`src/hdl/ingress_rate_limit_config_defines.vh`:
```
`ifndef INGRESS_RATE_LIMIT_CONFIG_DEFINES_VH
`define INGRESS_RATE_LIMIT_CONFIG_DEFINES_VH

// register indices; byte address is four times the index
`define PORT2_PRIO1_LIMIT_IDX 8'hc8
`define PORT3_PRIO1_LIMIT_IDX 8'hd8
`define PORT4_PRIO0_LIMIT_IDX 8'he7
`define PORT1_CTRL_IDX        8'hb6
`define PORT_STRIDE           8'h10
`define SLOTS_PER_PORT        4'h5

// slots within one port's group
`define SLOT_CTRL   4'h0
`define SLOT_PRIO0  4'h1
`define SLOT_PRIO3  4'h4

// rate limit control fields
`define CTRL_PORT_BASED_BIT 6
`define CTRL_PACKET_BIT     5
`define CTRL_FLOW_BIT       4
`define CTRL_MODE_HI        3
`define CTRL_MODE_LO        2
`define CTRL_IFG_BIT        1
`define CTRL_PREAMBLE_BIT   0
`define CTRL_RESET          8'h00
`define CTRL_WR_MASK        8'h7f

// limit registers
`define LIMIT_EN_BIT  7
`define LIMIT_RESET   7'h00

// frame class modes
`define MODE_ALL        2'h0
`define MODE_BC_MC_FLD  2'h1
`define MODE_BC_MC      2'h2
`define MODE_BC         2'h3

// per-frame overhead in bytes
`define IFG_BYTES       5'h0c
`define PREAMBLE_BYTES  5'h08

`endif

```
`src/hdl/ingress_rate_limit_config.v`:
```
// Functional notes
// mode 00 all, 01 bcast/mcast/flooded, 10 bcast/mcast, 11 bcast; reset 00
// ifg bit adds 12 bytes per frame to ingress and egress counts
// preamble bit adds 8 bytes per frame to ingress and egress counts
// 7-bit priority-0 limit per port, reset zero, bit 7 reads zero
// 7-bit priority-1 limit per port, reset zero, bit 7 reads zero
// select bit: set means port-based limiting, clear means priority-based
// unit bit: set counts packets, clear counts bits; reset clear; the code counts bytes when clear
// any priority-3 limit write applies all four limits of that port
// frames outside the selected class pass and add nothing to counts
//
// The implementer's own choice: the AHB-Lite register port.
`timescale 1ns/100ps
`include "ingress_rate_limit_config_defines.vh"

module ingress_rate_limit_config
#(
    parameter NPORTS = 5,
    parameter LEN_W  = 11
)
(
    input  wire              clock,
    input  wire              rst_b,
    // ahb-lite slave
    input  wire              hsel,
    input  wire [31:0]       haddr,
    input  wire [1:0]        htrans,
    input  wire              hwrite,
    input  wire [2:0]        hsize,
    input  wire [31:0]       hwdata,
    input  wire              hready,
    output wire              hreadyout,
    output wire              hresp,
    output reg  [31:0]       hrdata,
    // ingress frame descriptor
    input  wire              frm_valid,
    input  wire [2:0]        frm_port,
    input  wire [1:0]        frm_prio,
    input  wire [LEN_W-1:0]  frm_len,
    input  wire              frm_bcast,
    input  wire              frm_mcast,
    input  wire              frm_flood,
    // ingress accounting result
    output reg               acct_valid,
    output reg  [2:0]        acct_port,
    output reg               acct_in_class,
    output reg  [LEN_W:0]    acct_amount,
    output reg  [6:0]        acct_limit,
    output reg               acct_limit_en,
    output reg               acct_flow_ctrl,
    // egress frame descriptor and result
    input  wire              egr_valid,
    input  wire [2:0]        egr_port,
    input  wire [LEN_W-1:0]  egr_len,
    output reg               egr_acct_valid,
    output reg  [LEN_W:0]    egr_acct_amount
);

localparam NLIM = NPORTS * 4;

// per-port control and limit storage
// limits are staged by writes and go live on a priority-3 write
reg  [7:0]        ctrl_r    [0:NPORTS-1];
reg               en_r      [0:NPORTS-1];
reg  [6:0]        pend_r    [0:NLIM-1];
reg  [6:0]        applied_r [0:NLIM-1];

// bus pipeline
reg               wr_pend_r;
reg               rd_pend_r;
reg  [7:0]        idx_r;

wire              addr_phase;
wire [7:0]        off_w;
wire [2:0]        port_w;
wire [3:0]        slot_w;
wire              hit_w;
reg  [7:0]        rd_value;

integer           i;

// offset of an index from the first port's group
function [7:0] reg_off;
    input [7:0] idx;
    begin
        reg_off = idx - `PORT1_CTRL_IDX;
    end
endfunction

// index lies inside some port's group of five
// slots past the fifth and ports past the last decode as unmapped
function reg_hit;
    input [7:0] idx;
    reg   [7:0] o;
    begin
        o = reg_off(idx);
        reg_hit = (idx >= `PORT1_CTRL_IDX)
                  && (o[7:4] < NPORTS)
                  && (o[3:0] < `SLOTS_PER_PORT);
    end
endfunction

// flat position of a port's limit for one priority
function [4:0] lim_pos;
    input [2:0] port;
    input [1:0] prio;
    begin
        lim_pos = {port[2:0], prio[1:0]};
    end
endfunction

// frame class filter
function class_match;
    input [1:0] mode;
    input       bc;
    input       mc;
    input       fl;
    begin
        case (mode)
            `MODE_ALL:       class_match = 1'b1;
            `MODE_BC_MC_FLD: class_match = bc | mc | fl;
            `MODE_BC_MC:     class_match = bc | mc;
            `MODE_BC:        class_match = bc;
            default:         class_match = 1'b1;
        endcase
    end
endfunction

// overhead bytes added per frame, both directions
function [4:0] overhead;
    input [7:0] ctrl;
    begin
        overhead = (ctrl[`CTRL_IFG_BIT] ? `IFG_BYTES : 5'h00)
                 + (ctrl[`CTRL_PREAMBLE_BIT] ? `PREAMBLE_BYTES : 5'h00);
    end
endfunction

// byte count for a frame including chosen overhead
function [LEN_W:0] frame_bytes;
    input [LEN_W-1:0] len;
    input [7:0]       ctrl;
    begin
        frame_bytes = {1'b0, len} + {{(LEN_W-4){1'b0}}, overhead(ctrl)};
    end
endfunction

assign addr_phase = hsel && htrans[1] && hready;
assign off_w      = reg_off(idx_r);
assign port_w     = off_w[6:4];
assign slot_w     = off_w[3:0];
assign hit_w      = reg_hit(idx_r);

// reads take one wait state so a read right after a write sees new data
// writes never stall; data lands at the end of the data phase
assign hreadyout  = ~rd_pend_r;
assign hresp      = 1'b0;

always @(posedge clock or negedge rst_b)
begin
    if (!rst_b)
    begin
        wr_pend_r <= 1'b0;
        rd_pend_r <= 1'b0;
        idx_r     <= 8'h00;
    end
    else
    begin
        if (addr_phase)
        begin
            wr_pend_r <= hwrite;
            rd_pend_r <= ~hwrite;
            idx_r     <= haddr[9:2];
        end
        else
        begin
            wr_pend_r <= 1'b0;
            rd_pend_r <= 1'b0;
        end
    end
end

// read view; reserved bits and unmapped addresses read zero
// limit reads show the staged value, not the applied one
always @*
begin
    rd_value = 8'h00;
    if (hit_w && (port_w < NPORTS))
    begin
        if (slot_w == `SLOT_CTRL)
            rd_value = ctrl_r[port_w] & `CTRL_WR_MASK;
        else if (slot_w == `SLOT_PRIO3)
            rd_value = {en_r[port_w], pend_r[lim_pos(port_w, 2'h3)]};
        else
            rd_value = {1'b0, pend_r[lim_pos(port_w, slot_w[1:0] - 2'h1)]};
    end
end

always @(posedge clock or negedge rst_b)
begin
    if (!rst_b)
        hrdata <= 32'h0000_0000;
    else if (rd_pend_r)
        hrdata <= {24'h00_0000, rd_value};
end

// register writes and the apply trigger
always @(posedge clock or negedge rst_b)
begin
    if (!rst_b)
    begin
        for (i = 0; i < NPORTS; i = i + 1)
        begin
            ctrl_r[i] <= `CTRL_RESET;
            en_r[i]   <= 1'b0;
        end
        for (i = 0; i < NLIM; i = i + 1)
        begin
            pend_r[i]    <= `LIMIT_RESET;
            applied_r[i] <= `LIMIT_RESET;
        end
    end
    else if (wr_pend_r && hit_w && (port_w < NPORTS))
    begin
        case (slot_w)
            `SLOT_CTRL:
                ctrl_r[port_w] <= hwdata[7:0] & `CTRL_WR_MASK;
            `SLOT_PRIO3:
            begin
                en_r[port_w]                         <= hwdata[`LIMIT_EN_BIT];
                pend_r[lim_pos(port_w, 2'h3)]        <= hwdata[6:0];
                // staged limits go live together
                applied_r[lim_pos(port_w, 2'h0)]     <= pend_r[lim_pos(port_w, 2'h0)];
                applied_r[lim_pos(port_w, 2'h1)]     <= pend_r[lim_pos(port_w, 2'h1)];
                applied_r[lim_pos(port_w, 2'h2)]     <= pend_r[lim_pos(port_w, 2'h2)];
                applied_r[lim_pos(port_w, 2'h3)]     <= hwdata[6:0];
            end
            default:
                pend_r[lim_pos(port_w, slot_w[1:0] - 2'h1)] <= hwdata[6:0];
        endcase
    end
end

// ingress accounting, one frame per cycle
// unknown ports count nothing and see a zero limit
wire              frm_ok    = frm_port < NPORTS;
wire [7:0]        frm_ctrl  = frm_ok ? ctrl_r[frm_port] : `CTRL_RESET;
wire              frm_match = frm_ok
                              && class_match(frm_ctrl[`CTRL_MODE_HI:`CTRL_MODE_LO],
                                             frm_bcast, frm_mcast, frm_flood);
// port-based mode uses the priority-0 limit for every priority
wire [1:0]        frm_sel   = frm_ctrl[`CTRL_PORT_BASED_BIT] ? 2'h0 : frm_prio;

always @(posedge clock or negedge rst_b)
begin
    if (!rst_b)
    begin
        acct_valid     <= 1'b0;
        acct_port      <= 3'h0;
        acct_in_class  <= 1'b0;
        acct_amount    <= {(LEN_W+1){1'b0}};
        acct_limit     <= 7'h00;
        acct_limit_en  <= 1'b0;
        acct_flow_ctrl <= 1'b0;
    end
    else
    begin
        acct_valid <= frm_valid;
        if (frm_valid)
        begin
            acct_port      <= frm_port;
            acct_in_class  <= frm_match;
            acct_limit     <= frm_ok ? applied_r[lim_pos(frm_port, frm_sel)] : 7'h00;
            acct_limit_en  <= frm_ok && en_r[frm_port];
            acct_flow_ctrl <= frm_ctrl[`CTRL_FLOW_BIT];
            if (!frm_match)
                acct_amount <= {(LEN_W+1){1'b0}};
            else if (frm_ctrl[`CTRL_PACKET_BIT])
                acct_amount <= {{LEN_W{1'b0}}, 1'b1};
            else
                acct_amount <= frame_bytes(frm_len, frm_ctrl);
        end
    end
end

// egress accounting shares the overhead settings
// egress on an unknown port falls back to reset settings
wire [7:0]        egr_ctrl = (egr_port < NPORTS) ? ctrl_r[egr_port] : `CTRL_RESET;

always @(posedge clock or negedge rst_b)
begin
    if (!rst_b)
    begin
        egr_acct_valid  <= 1'b0;
        egr_acct_amount <= {(LEN_W+1){1'b0}};
    end
    else
    begin
        egr_acct_valid <= egr_valid;
        if (egr_valid)
            egr_acct_amount <= frame_bytes(egr_len, egr_ctrl);
    end
end

endmodule // ingress_rate_limit_config

```
`config.mk`:
```
export PLATFORM = sky130hd
export DESIGN_NAME = ingress_rate_limit_config
export DESIGN_NICKNAME = d
export VERILOG_FILES = /design/src/hdl/ingress_rate_limit_config.v
export VERILOG_INCLUDE_DIRS = /design/src /design/src/hdl
export SDC_FILE = /design/constraint.sdc
export NUM_CORES = 1
export LEC_CHECK = 0
export BUFFER_PORTS_ARGS = -buffer_cell sky130_fd_sc_hd__buf_4
export CAP_MARGIN = 20
export CORE_MARGIN = 2
export CORE_UTILIZATION = 40
export CTS_CLUSTER_DIAMETER = 50
export DETAILED_ROUTE_END_ITERATION = 10
export GPL_TIMING_DRIVEN = 1
export PLACE_DENSITY = 0.58
export SLEW_MARGIN = 15
export SYNTH_ARGS = -nofsm -noshare
export SYNTH_HDL_FRONTEND = slang
export SYNTH_SLANG_ARGS = --single-unit
export TNS_END_PERCENT = 50
```
`constraint.sdc`:
```
create_clock -name clock -period 3.6 [get_ports clock]
set_input_delay 0.72 -clock clock [delete_from_list [all_inputs] [get_ports clock]]
set_output_delay 0.72 -clock clock [all_outputs]
set_load 0.1 [all_outputs]
```
* Word level (Yosys, flattened, before mapping) *
Cells that the tools add are included.

word-level totals
  flip-flop bits (word level) = 382
  input bits = 109
  output and inout bits = 73

cells by class
  $add $sub $neg = 6
  magnitude comparators = 21
  eq/ne operators = 4
  multiplexer cells = 72
  bitwise gates (word level) = 14
  reductions and logical operators = 20

operator list
  cell                 count
  $bwmux 140           6
  $pmux 140 s2         1
  $bmux 7 s5           6
  $demux 7 s5          5
  $mux 7               23
  $bmux 8 s3           3
  $bwmux 40            1
  $ge 6x6->1 const B   6
  $not 5->6            6
  $mux 8               4
  $lt 6x1->1 const B   5
  $add 11x5->12        2
  $demux 8 s3          1
  $mux 12              2
  $mux 4               4
  $logic_and 1x1->1    15
  $ge 4x4->1 const B   3
  $not 3->4            3
  $add 4x4->5          2
  $lt 3x3->1 const B   3
  $ge 8x8->1 const B   1
  $lt 4x3->1 const B   2
  $mux 2               4
  $sub 8x8->8 const B  1
  15 further kinds     28

* Longest topological paths before layout *
Gate-level depths: netlist of the first run.

  depth after elaboration = 11
  depth in mapped cells = 13
  depth with buffers taken out = 11

* Worst setup path before layout of the first run *
No wires, ideal clock.

  kind = in2reg
  from = in frm_port[0]
  to = reg acct_amount[9]
  setup time = 126 ps
  arrival time = 3780 ps
  required time = 3474 ps
  setup slack = -306 ps
  stages on the path = 13
  buffers on the path = 3
  cells stage by stage = buf_4 buf_2 clkbuf_1 mux4_2 a22o_1 fa_1 ha_1 inv_1 fa_1 nand3b_1 nor2_1 xnor2_1 o2bb2ai_1

on the way
  word-level cells in the longest chain between the ends = 10
  elaborated cells on any way between the ends = 18

ends and longest elaborated chain
  item                                        RTL line                                                          text
  start: declaration                          ingress_rate_limit_config.v:37                                    input wire [2:0] frm_port,
  $not 3->4 (not written as such)             ingress_rate_limit_config.v:246                                   wire [7:0] frm_ctrl = frm_ok ? ctrl_r[frm_port] : `CTRL_RESET;
  $bmux 8 s3                                  ingress_rate_limit_config.v:246
  $mux 7 (not written as such) (2 in series)  ingress_rate_limit_config.v:246
  $mux 7 (no source line)                     -
  $mux 4 (on tied branches)                   ingress_rate_limit_config.v:133, ingress_rate_limit_config.v:134
  $add 4x4->5                                 ingress_rate_limit_config.v:133                                   overhead = (ctrl[`CTRL_IFG_BIT] ? `IFG_BYTES : 5'h00)
  $add 11x5->12                               ingress_rate_limit_config.v:143                                   frame_bytes = {1'b0, len} + {{(LEN_W-4){1'b0}}, overhead(ctrl)};
  $mux 12                                     ingress_rate_limit_config.v:277                                   else if (frm_ctrl[`CTRL_PACKET_BIT])
  $mux 12 *                                   ingress_rate_limit_config.v:275                                   if (!frm_match)
  end signal: assignment                      ingress_rate_limit_config.v:276                                   acct_amount <= {(LEN_W+1){1'b0}};
  end signal: assignment                      ingress_rate_limit_config.v:278                                   acct_amount <= {{LEN_W{1'b0}}, 1'b1};
  end signal: assignment                      ingress_rate_limit_config.v:280                                   acct_amount <= frame_bytes(frm_len, frm_ctrl);
  end: declaration                            ingress_rate_limit_config.v:47                                    output reg [LEN_W:0] acct_amount,

Every way passes the cells marked *; elsewhere a longest branch is shown, timed or not. The select of a mux whose other input is x is not followed.
A chain may end at the register's enable or synchronous reset.

* Worst setup path after layout of the first run *
  from = reg idx_r[2]
  to = reg applied_r[48] (netlist name)

on the way
  word-level cells in the longest chain between the ends = 10
  elaborated cells on any way between the ends = 48

ends and longest elaborated chain
  item                                                                   RTL line                         text
  start: declaration                                                     ingress_rate_limit_config.v:71   reg [7:0] idx_r;
  start signal: assignment                                               ingress_rate_limit_config.v:172  idx_r <= haddr[9:2];
  $sub 8x8->8 (no source line)                                           -
  $not 5->6 (not written as such)                                        ingress_rate_limit_config.v:232  applied_r[lim_pos(port_w, 2'h0)] <= pend_r[lim_pos(port_w, 2'h0)];
  $ge 6x6->1 (not written as such) / $lt 6x1->1 (equally long branches)  ingress_rate_limit_config.v:232
  $logic_and 1x1->1 (not written as such)                                ingress_rate_limit_config.v:232
  $mux 7 (not written as such)                                           ingress_rate_limit_config.v:232
  $demux 7 s5                                                            ingress_rate_limit_config.v:232
  $bwmux 140                                                             ingress_rate_limit_config.v:232
  $bwmux 140                                                             ingress_rate_limit_config.v:233  applied_r[lim_pos(port_w, 2'h1)] <= pend_r[lim_pos(port_w, 2'h1)];
  $bwmux 140                                                             ingress_rate_limit_config.v:234  applied_r[lim_pos(port_w, 2'h2)] <= pend_r[lim_pos(port_w, 2'h2)];
  $bwmux 140                                                             ingress_rate_limit_config.v:235  applied_r[lim_pos(port_w, 2'h3)] <= hwdata[6:0];
  end signal: indexed assignment                                         ingress_rate_limit_config.v:232
  end signal: indexed assignment                                         ingress_rate_limit_config.v:233
  end signal: indexed assignment                                         ingress_rate_limit_config.v:234
  end: declaration                                                       ingress_rate_limit_config.v:66   reg [6:0] applied_r [0:NLIM-1];

Several ways; a longest one is shown, not always the timed one. The select of a mux whose other input is x is not followed.

==> key figures, run 1 <==
Critical path
  • Critical path fanouts, max: 32
  • WS Path Type: flip-flop to flip-flop
  • Critical path's slowest cell: or2_2
  • CP Buf/Inv Count: 1
  • R2r worst-path depth: 9
  • Crit-path cells: ha_1 > xor2_2 > o211ai_1 > nor3b_2 > nand3_2 > or2_2 > buf_12 > nand2_1 > o21ai_0
  • Slowest stage delay, CP: 0.62 ns
  • Worst setup SP type: flip-flop
  • Critical Path Sink Type: flip-flop
  • Critical path depth: 9
  • Crit path max-delay family: simple AND/OR/NAND/NOR gates
  • Critical path required time: 4.04 ns
  • Critical path arrival: 3.69 ns

Detailed routing
  • Residual DRC: 0
  • Initial DRC Count: 1,675
  • DR vias: 15,500
  • DRT Pass-1 Iters: 7
  • Wire length per cell: 24.40 um
  • ANT nets after route: 0
  • Drt via density: 6.001
  • Final wirelength: 63,010 um

Flow run
  • Maxcap violations: 0

Clocking
  • Hold_buf cts: 0
  • CTS clk-pin slew, worst paths: 0.06 ns
  • Clk buf depth: 3
  • CTS buffer count: 46
  • CTS tree: yes
  • H-tree depth: 2
  • Num Clock Sinks: 377
  • Total setup buffers inserted after CTS: 0
  • CTS Root Buffer Type: clkbuf_16
  • Resized Gates After CTS: 0
  • Skew-Pair Late Insertion Delay: 0.59 ns

Run status
  • Outcome: finished, final reports clean

Floorplan
  • Ports: 182
  • # rows: 80
  • Die height: 223 um
  • Die Wd: 223 um
  • Die Area: 49,730 um^2
  • Placeable Area: 47,550 um^2
  • Initial core utilization: 40.35%

Finish
  • Layout area overhead: 15.61%
  • Non-filler cells in the finished layout: 2,583
  • Diodes inserted: 0
  • NumNets Final: 2,059
  • Ratio of cells with drive above 1 in the final layout: 25.10%
  • # fillers: 4,410
  • Multi-input gate area: 8972 um^2
  • Core Util, Final: 46.65%
  • FF+latch area: 9435 um^2

Timing
  • Slew Viols, Final: 0
  • Headroom to the max-slew limit: 26.46%
  • Tcrit/Tclk final: 90.55%
  • Max frequency: 306.8 MHz
  • Fin Hold WS: 0.08402 ns
  • Worst slew pin tran: 1.096 ns
  • Final number of hold-violating endpoints: 0
  • Post-route minimum period: 3.260 ns
  • Final TNS setup: 0 ns
  • Setup violations, final: 0
  • Clock Skew: 0.02775 ns
  • RSZ-0062 raised after global routing: false

Power and ir drop
  • Leak pwr: 9.504 nW
  • Pwr Total: 12.48 mW
  • Power density cells: 562.8 nW/um^2
  • Peak supply drop: 0.3281 mV

Synth
  • Post-synth EDFFs: 0
  • Post-Synthesis Cells: 1,844
  • Synth Flop Type: dfrtp_1
  • Netlist Area Pre-Place: 19,180 um^2
  • Top-count cell post-synth: dfrtp_1
  • Seq cells post-synth: 377
  • Distinct cells, synth: 74
  • Synth area leader: dfrtp_1
  • Post-synth ARST share: 100.0%
  • Main area contributors after synthesis: dfrtp_1 49%, mux2_2 10%, nand2_1 6.7%
  • Seq/Total Area, Yosys: 49.17%
  • Ys Warns: 0
  • Per-instance average area after synthesis: 10.40 um^2
  • Synth cell count leaders: 377 x dfrtp_1, 343 x nand2_1, 170 x mux2_2
  • Top cell type's share of synthesized area: 49.17%

Global routing
  • Initial antenna violation count: 1
  • Vias in the first global route: 15,360
  • Global route total overflow: 0
  • Total track usage: 25.44%
  • Pin count of the biggest net entering global routing: 76
  • Global-route wire length before repair: 96,520 um

Placement
  • DP HPWL: 43,890 um
  • Placed Cells: 2,500
  • PortBufs: 104
  • Placer Congestion: 0.8942

Hold path
  • Hold Path Class: input pin to async pin
## layout by cell type, fill, tap and decap left out, types with 11 or more instances in the layout
cell         n
conb_1      25
a211oi_1    17
a21oi_1     68
o21ai_1     12
dfrtp_1    376
mux4_2      44
nand3_1     25
nand2_1    343
o211ai_1    13
o221a_2     11
inv_1       31
nor2b_1     17
mux2_2     170
nor2_1      89
buf_4      165
ha_1        12
nor3_1      30
o22ai_1     57
clkbuf_16   47
a22oi_1     27
o21ai_0    114
mux2i_1     30
a31oi_1     22
o221ai_1    24
## power breakdown
part	internal (mW)	switching [mW]	total, mW
Sequential	4.43	0.176	4.60
Clock	2.79	1.88	4.67
Combinational	1.04	2.18	3.21
Total	8.25	4.23	12.5
## path summary, 6_finish.rpt
path                                startpoint        endpoint  slack, ns
worst max-delay path                  idx_r[2]   applied_r[48]       0.34
worst min-delay path                     rst_b   applied_r[15]       0.08
worst max register to register        idx_r[2]   applied_r[48]       0.34
worst min register to register  applied_r[118]  applied_r[118]       0.47
max in group asynchronous                rst_b        idx_r[0]       2.33
min in group clock                      hwrite       rd_pend_r       0.29
## sequential cells by signal, indices dropped and copies added (netlist names)
| signal | count |
|---|---|
| acct_limit | 7 |
| rd_pend_r | 1 |
| en_r | 5 |
| hrdata | 8 |
| acct_amount | 12 |
| acct_port | 3 |
| idx_r | 8 |
| pend_r | 140 |
| applied_r | 140 |
| acct_flow_ctrl | 1 |
| acct_valid | 1 |
| ctrl_r | 35 |
| egr_acct_amount | 12 |
| wr_pend_r | 1 |
| acct_limit_en | 1 |
| acct_in_class | 1 |
| egr_acct_valid | 1 |
## cell type report
type / count / area share, %
sequential: 377 / 42.54
multi-input combinational: 1304 / 40.45
timing repair buffer: 171 / 6.104
clock buffer: 64 / 5.951
tap: 615 / 3.469
clock inverter: 18 / 0.9082
inverter: 34 / 0.5754
## per-layer routing
metal,global-route usage [%],up-vias,share of wire (%)
li1,-,6813,-
met1,35.06,7829,43
met2,40.65,709,46
met3,4.175,150,7.6
met4,9.244,0,3.6
met5,0,-,0
## stage by stage
step                      setup slack [ns]  instance area [um^2]
after detailed placement           0.07780                 20640
after global routing                0.1476                 22180
after CTS                           0.2772                 22160
final                               0.3402                 22180
after global placement              0.1130                 20640
after floorplan                    0.03278                 19300
## worst register-to-register path: stages (launching register included)
cell      delay, ns
dfrtp_1        0.50
ha_1           0.37
xor2_2         0.24
o211ai_1       0.18
nor3b_2        0.42
nand3_2        0.34
or2_2          0.62
buf_12         0.27
nand2_1        0.10
o21ai_0        0.09
## cell families after synthesis
family,share of synthesized area (%)
and+or+nand+nor,12.66
AOI/OAI and AO/OA,14.86
DFF,49.17
muxes,16.71
buffers and inverters,4.611
adders and majority gates,1.200
xor gates and xnor gates,0.7696
other,0.01955
Power figures use the tool's default switching activity.
==> run 2, diff against run 1 <==
- CORE_MARGIN: 2 -> 4
==> key figures, run 2 (synthesis results as in run 1) <==
Global routing
  • Initial antenna violation count: 4
  • Pin count of the biggest net entering global routing: 77
  • Global route total overflow: 0
  • Vias in the first global route: 15,210
  • Global-route wire length before repair: 95,810 um
  • Total track usage: 24.32%

Power and ir drop
  • Peak supply drop: 0.3267 mV
  • Leak pwr: 9.593 nW
  • Power density cells: 567.7 nW/um^2

Timing
  • Setup violations, final: 0
  • Worst slew pin tran: 0.8934 ns
  • Slew Viols, Final: 0
  • RSZ-0062 raised after global routing: false
  • Headroom to the max-slew limit: 40.22%
  • Max frequency: 309.6 MHz
  • Post-route minimum period: 3.230 ns
  • Final number of hold-violating endpoints: 0
  • Tcrit/Tclk final: 89.72%
  • Final TNS setup: 0 ns
  • Clock Skew: 0.01256 ns

Clocking
  • CTS clk-pin slew, worst paths: 0.06 ns
  • Total setup buffers inserted after CTS: 0
  • Num Clock Sinks: 377
  • Skew-Pair Late Insertion Delay: 0.58 ns
  • Hold_buf cts: 0
  • CTS buffer count: 46
  • Clk buf depth: 3
  • CTS Root Buffer Type: clkbuf_16
  • Resized Gates After CTS: 0
  • H-tree depth: 2
  • CTS tree: yes

Critical path
  • Worst r2r src: idx_r[2]
  • Crit. Startpoint: idx_r[2]
  • WS Path Type: flip-flop to flip-flop
  • Worst setup endpoint: applied_r[117]
  • Worst setup SP type: flip-flop
  • Setup slack, reg-to-reg: 0.37 ns
  • Critical path fanouts, max: 9
  • Reg2reg end: applied_r[117]
  • Critical Path Sink Type: flip-flop
  • Critical path required time: 4.11 ns
  • Critical path arrival: 3.74 ns
  • R2r worst-path depth: 8

Detailed routing
  • Wire length per cell: 24.28 um
  • DRT Pass-1 Iters: 8
  • Initial DRC Count: 1,550
  • Drt via density: 5.930
  • ANT nets after route: 0
  • DR vias: 15,350
  • Final wirelength: 62,860 um
  • Residual DRC: 0

Finish
  • NumNets Final: 2,071
  • Most frequent cells in the layout: 376 x dfrtp_1, 343 x nand2_1, 175 x buf_4, 170 x mux2_2, 114 x o21ai_0
  • Ratio of cells with drive above 1 in the final layout: 25.74%
  • Most common cell after layout, fill and taps aside: dfrtp_1
  • Top Registers: applied_r (140), pend_r (140), ctrl_r (35)
  • Layout area overhead: 16.57%
  • Non-filler cells in the finished layout: 2,589

Placement
  • Placed Cells: 2,505
  • PortBufs: 104
  • Placer Congestion: 0.9156
  • DP HPWL: 44,100 um

Hold path
  • Hold Path Class: input pin to async pin

Run status
  • Outcome: finished, final reports clean

Flow run
  • Maxcap violations: 0

Floorplan
  • Die Area: 51,530 um^2
  • Ports: 182
  • Die height: 227 um
  • Initial core utilization: 40.86%
  • Placeable Area: 46,950 um^2
  • # rows: 79
  • Die Wd: 227 um
[run 2: layout make-up]
class                   count  area [um^2]
fillers                  4319        24590
inverters                  34        127.6
clock inverters            21        275.3
diodes                      1        2.502
clock buffers              62         1323
multi-input cells        1304         8972
repair buffers            183         1469
flip-flops and latches    377         9435
well taps                 607        759.5
[run 2: power by group]
| group | switching [mW] | internal (mW) | leakage [nW] | total [mW] |
|---|---|---|---|---|
| combinational | 2.19 | 1.07 | 4.34 | 3.26 |
| sequential | 0.173 | 4.42 | 4.47 | 4.60 |
| clock | 1.89 | 2.95 | 0.781 | 4.84 |
[run 2: stage by stage]
stage / hold slack, ns / power (mW) / area [um^2] / setup WS [ns] / utilization, %
after detailed placement: 0.4601 / 7.896 / 20760 / 0.2018 / 44.22
after CTS: 0.1629 / 12.74 / 22360 / 0.4135 / 47.63
final: 0.1329 / 12.70 / 22360 / 0.3702 / 47.63
after global routing: 0.1663 / 13.15 / 22360 / 0.1856 / 47.63
after floorplan: 0.4244 / 6.731 / 19300 / 0.03278 / -
after global placement: 0.4540 / 7.858 / 20760 / 0.1965 / 44.22
[run 2: worst min-delay path by stage]
stage	start	endpoint	slack (ns)	cells past startpoint
6_report	rst_b	acct_limit[4]	0.13	1
5_1_grt	rst_b	acct_limit[4]	0.17	1
4_1_cts	rst_b	applied_r[25]	0.16	1
3_5_place_dp	applied_r[58]	applied_r[58]	0.46	2
3_3_place_gp	applied_r[121]	applied_r[121]	0.45	2
2_1_floorplan	rst_b	acct_amount[0]	0.42	0
[run 2: critical path, cell delays in order (launching register included)]
cell	delay, ns
dfrtp_1	0.48
ha_1	0.38
xor2_2	0.24
o211ai_1	0.18
nor3b_2	0.42
nand3_2	0.31
nor2_1	0.77
nand2_1	0.26
nand2_1	0.11
[run 2: routing by layer]
| metal | routed length [um] | vias to the layer above | GRT usage (%) |
|---|---|---|---|
| li1 | - | 6831 | - |
| met1 | 26420 | 7705 | 33.80 |
| met2 | 29040 | 687 | 38.73 |
| met3 | 5326 | 127 | 4.926 |
| met4 | 2063 | 2 | 7.808 |
| met5 | 13 | - | 0 |
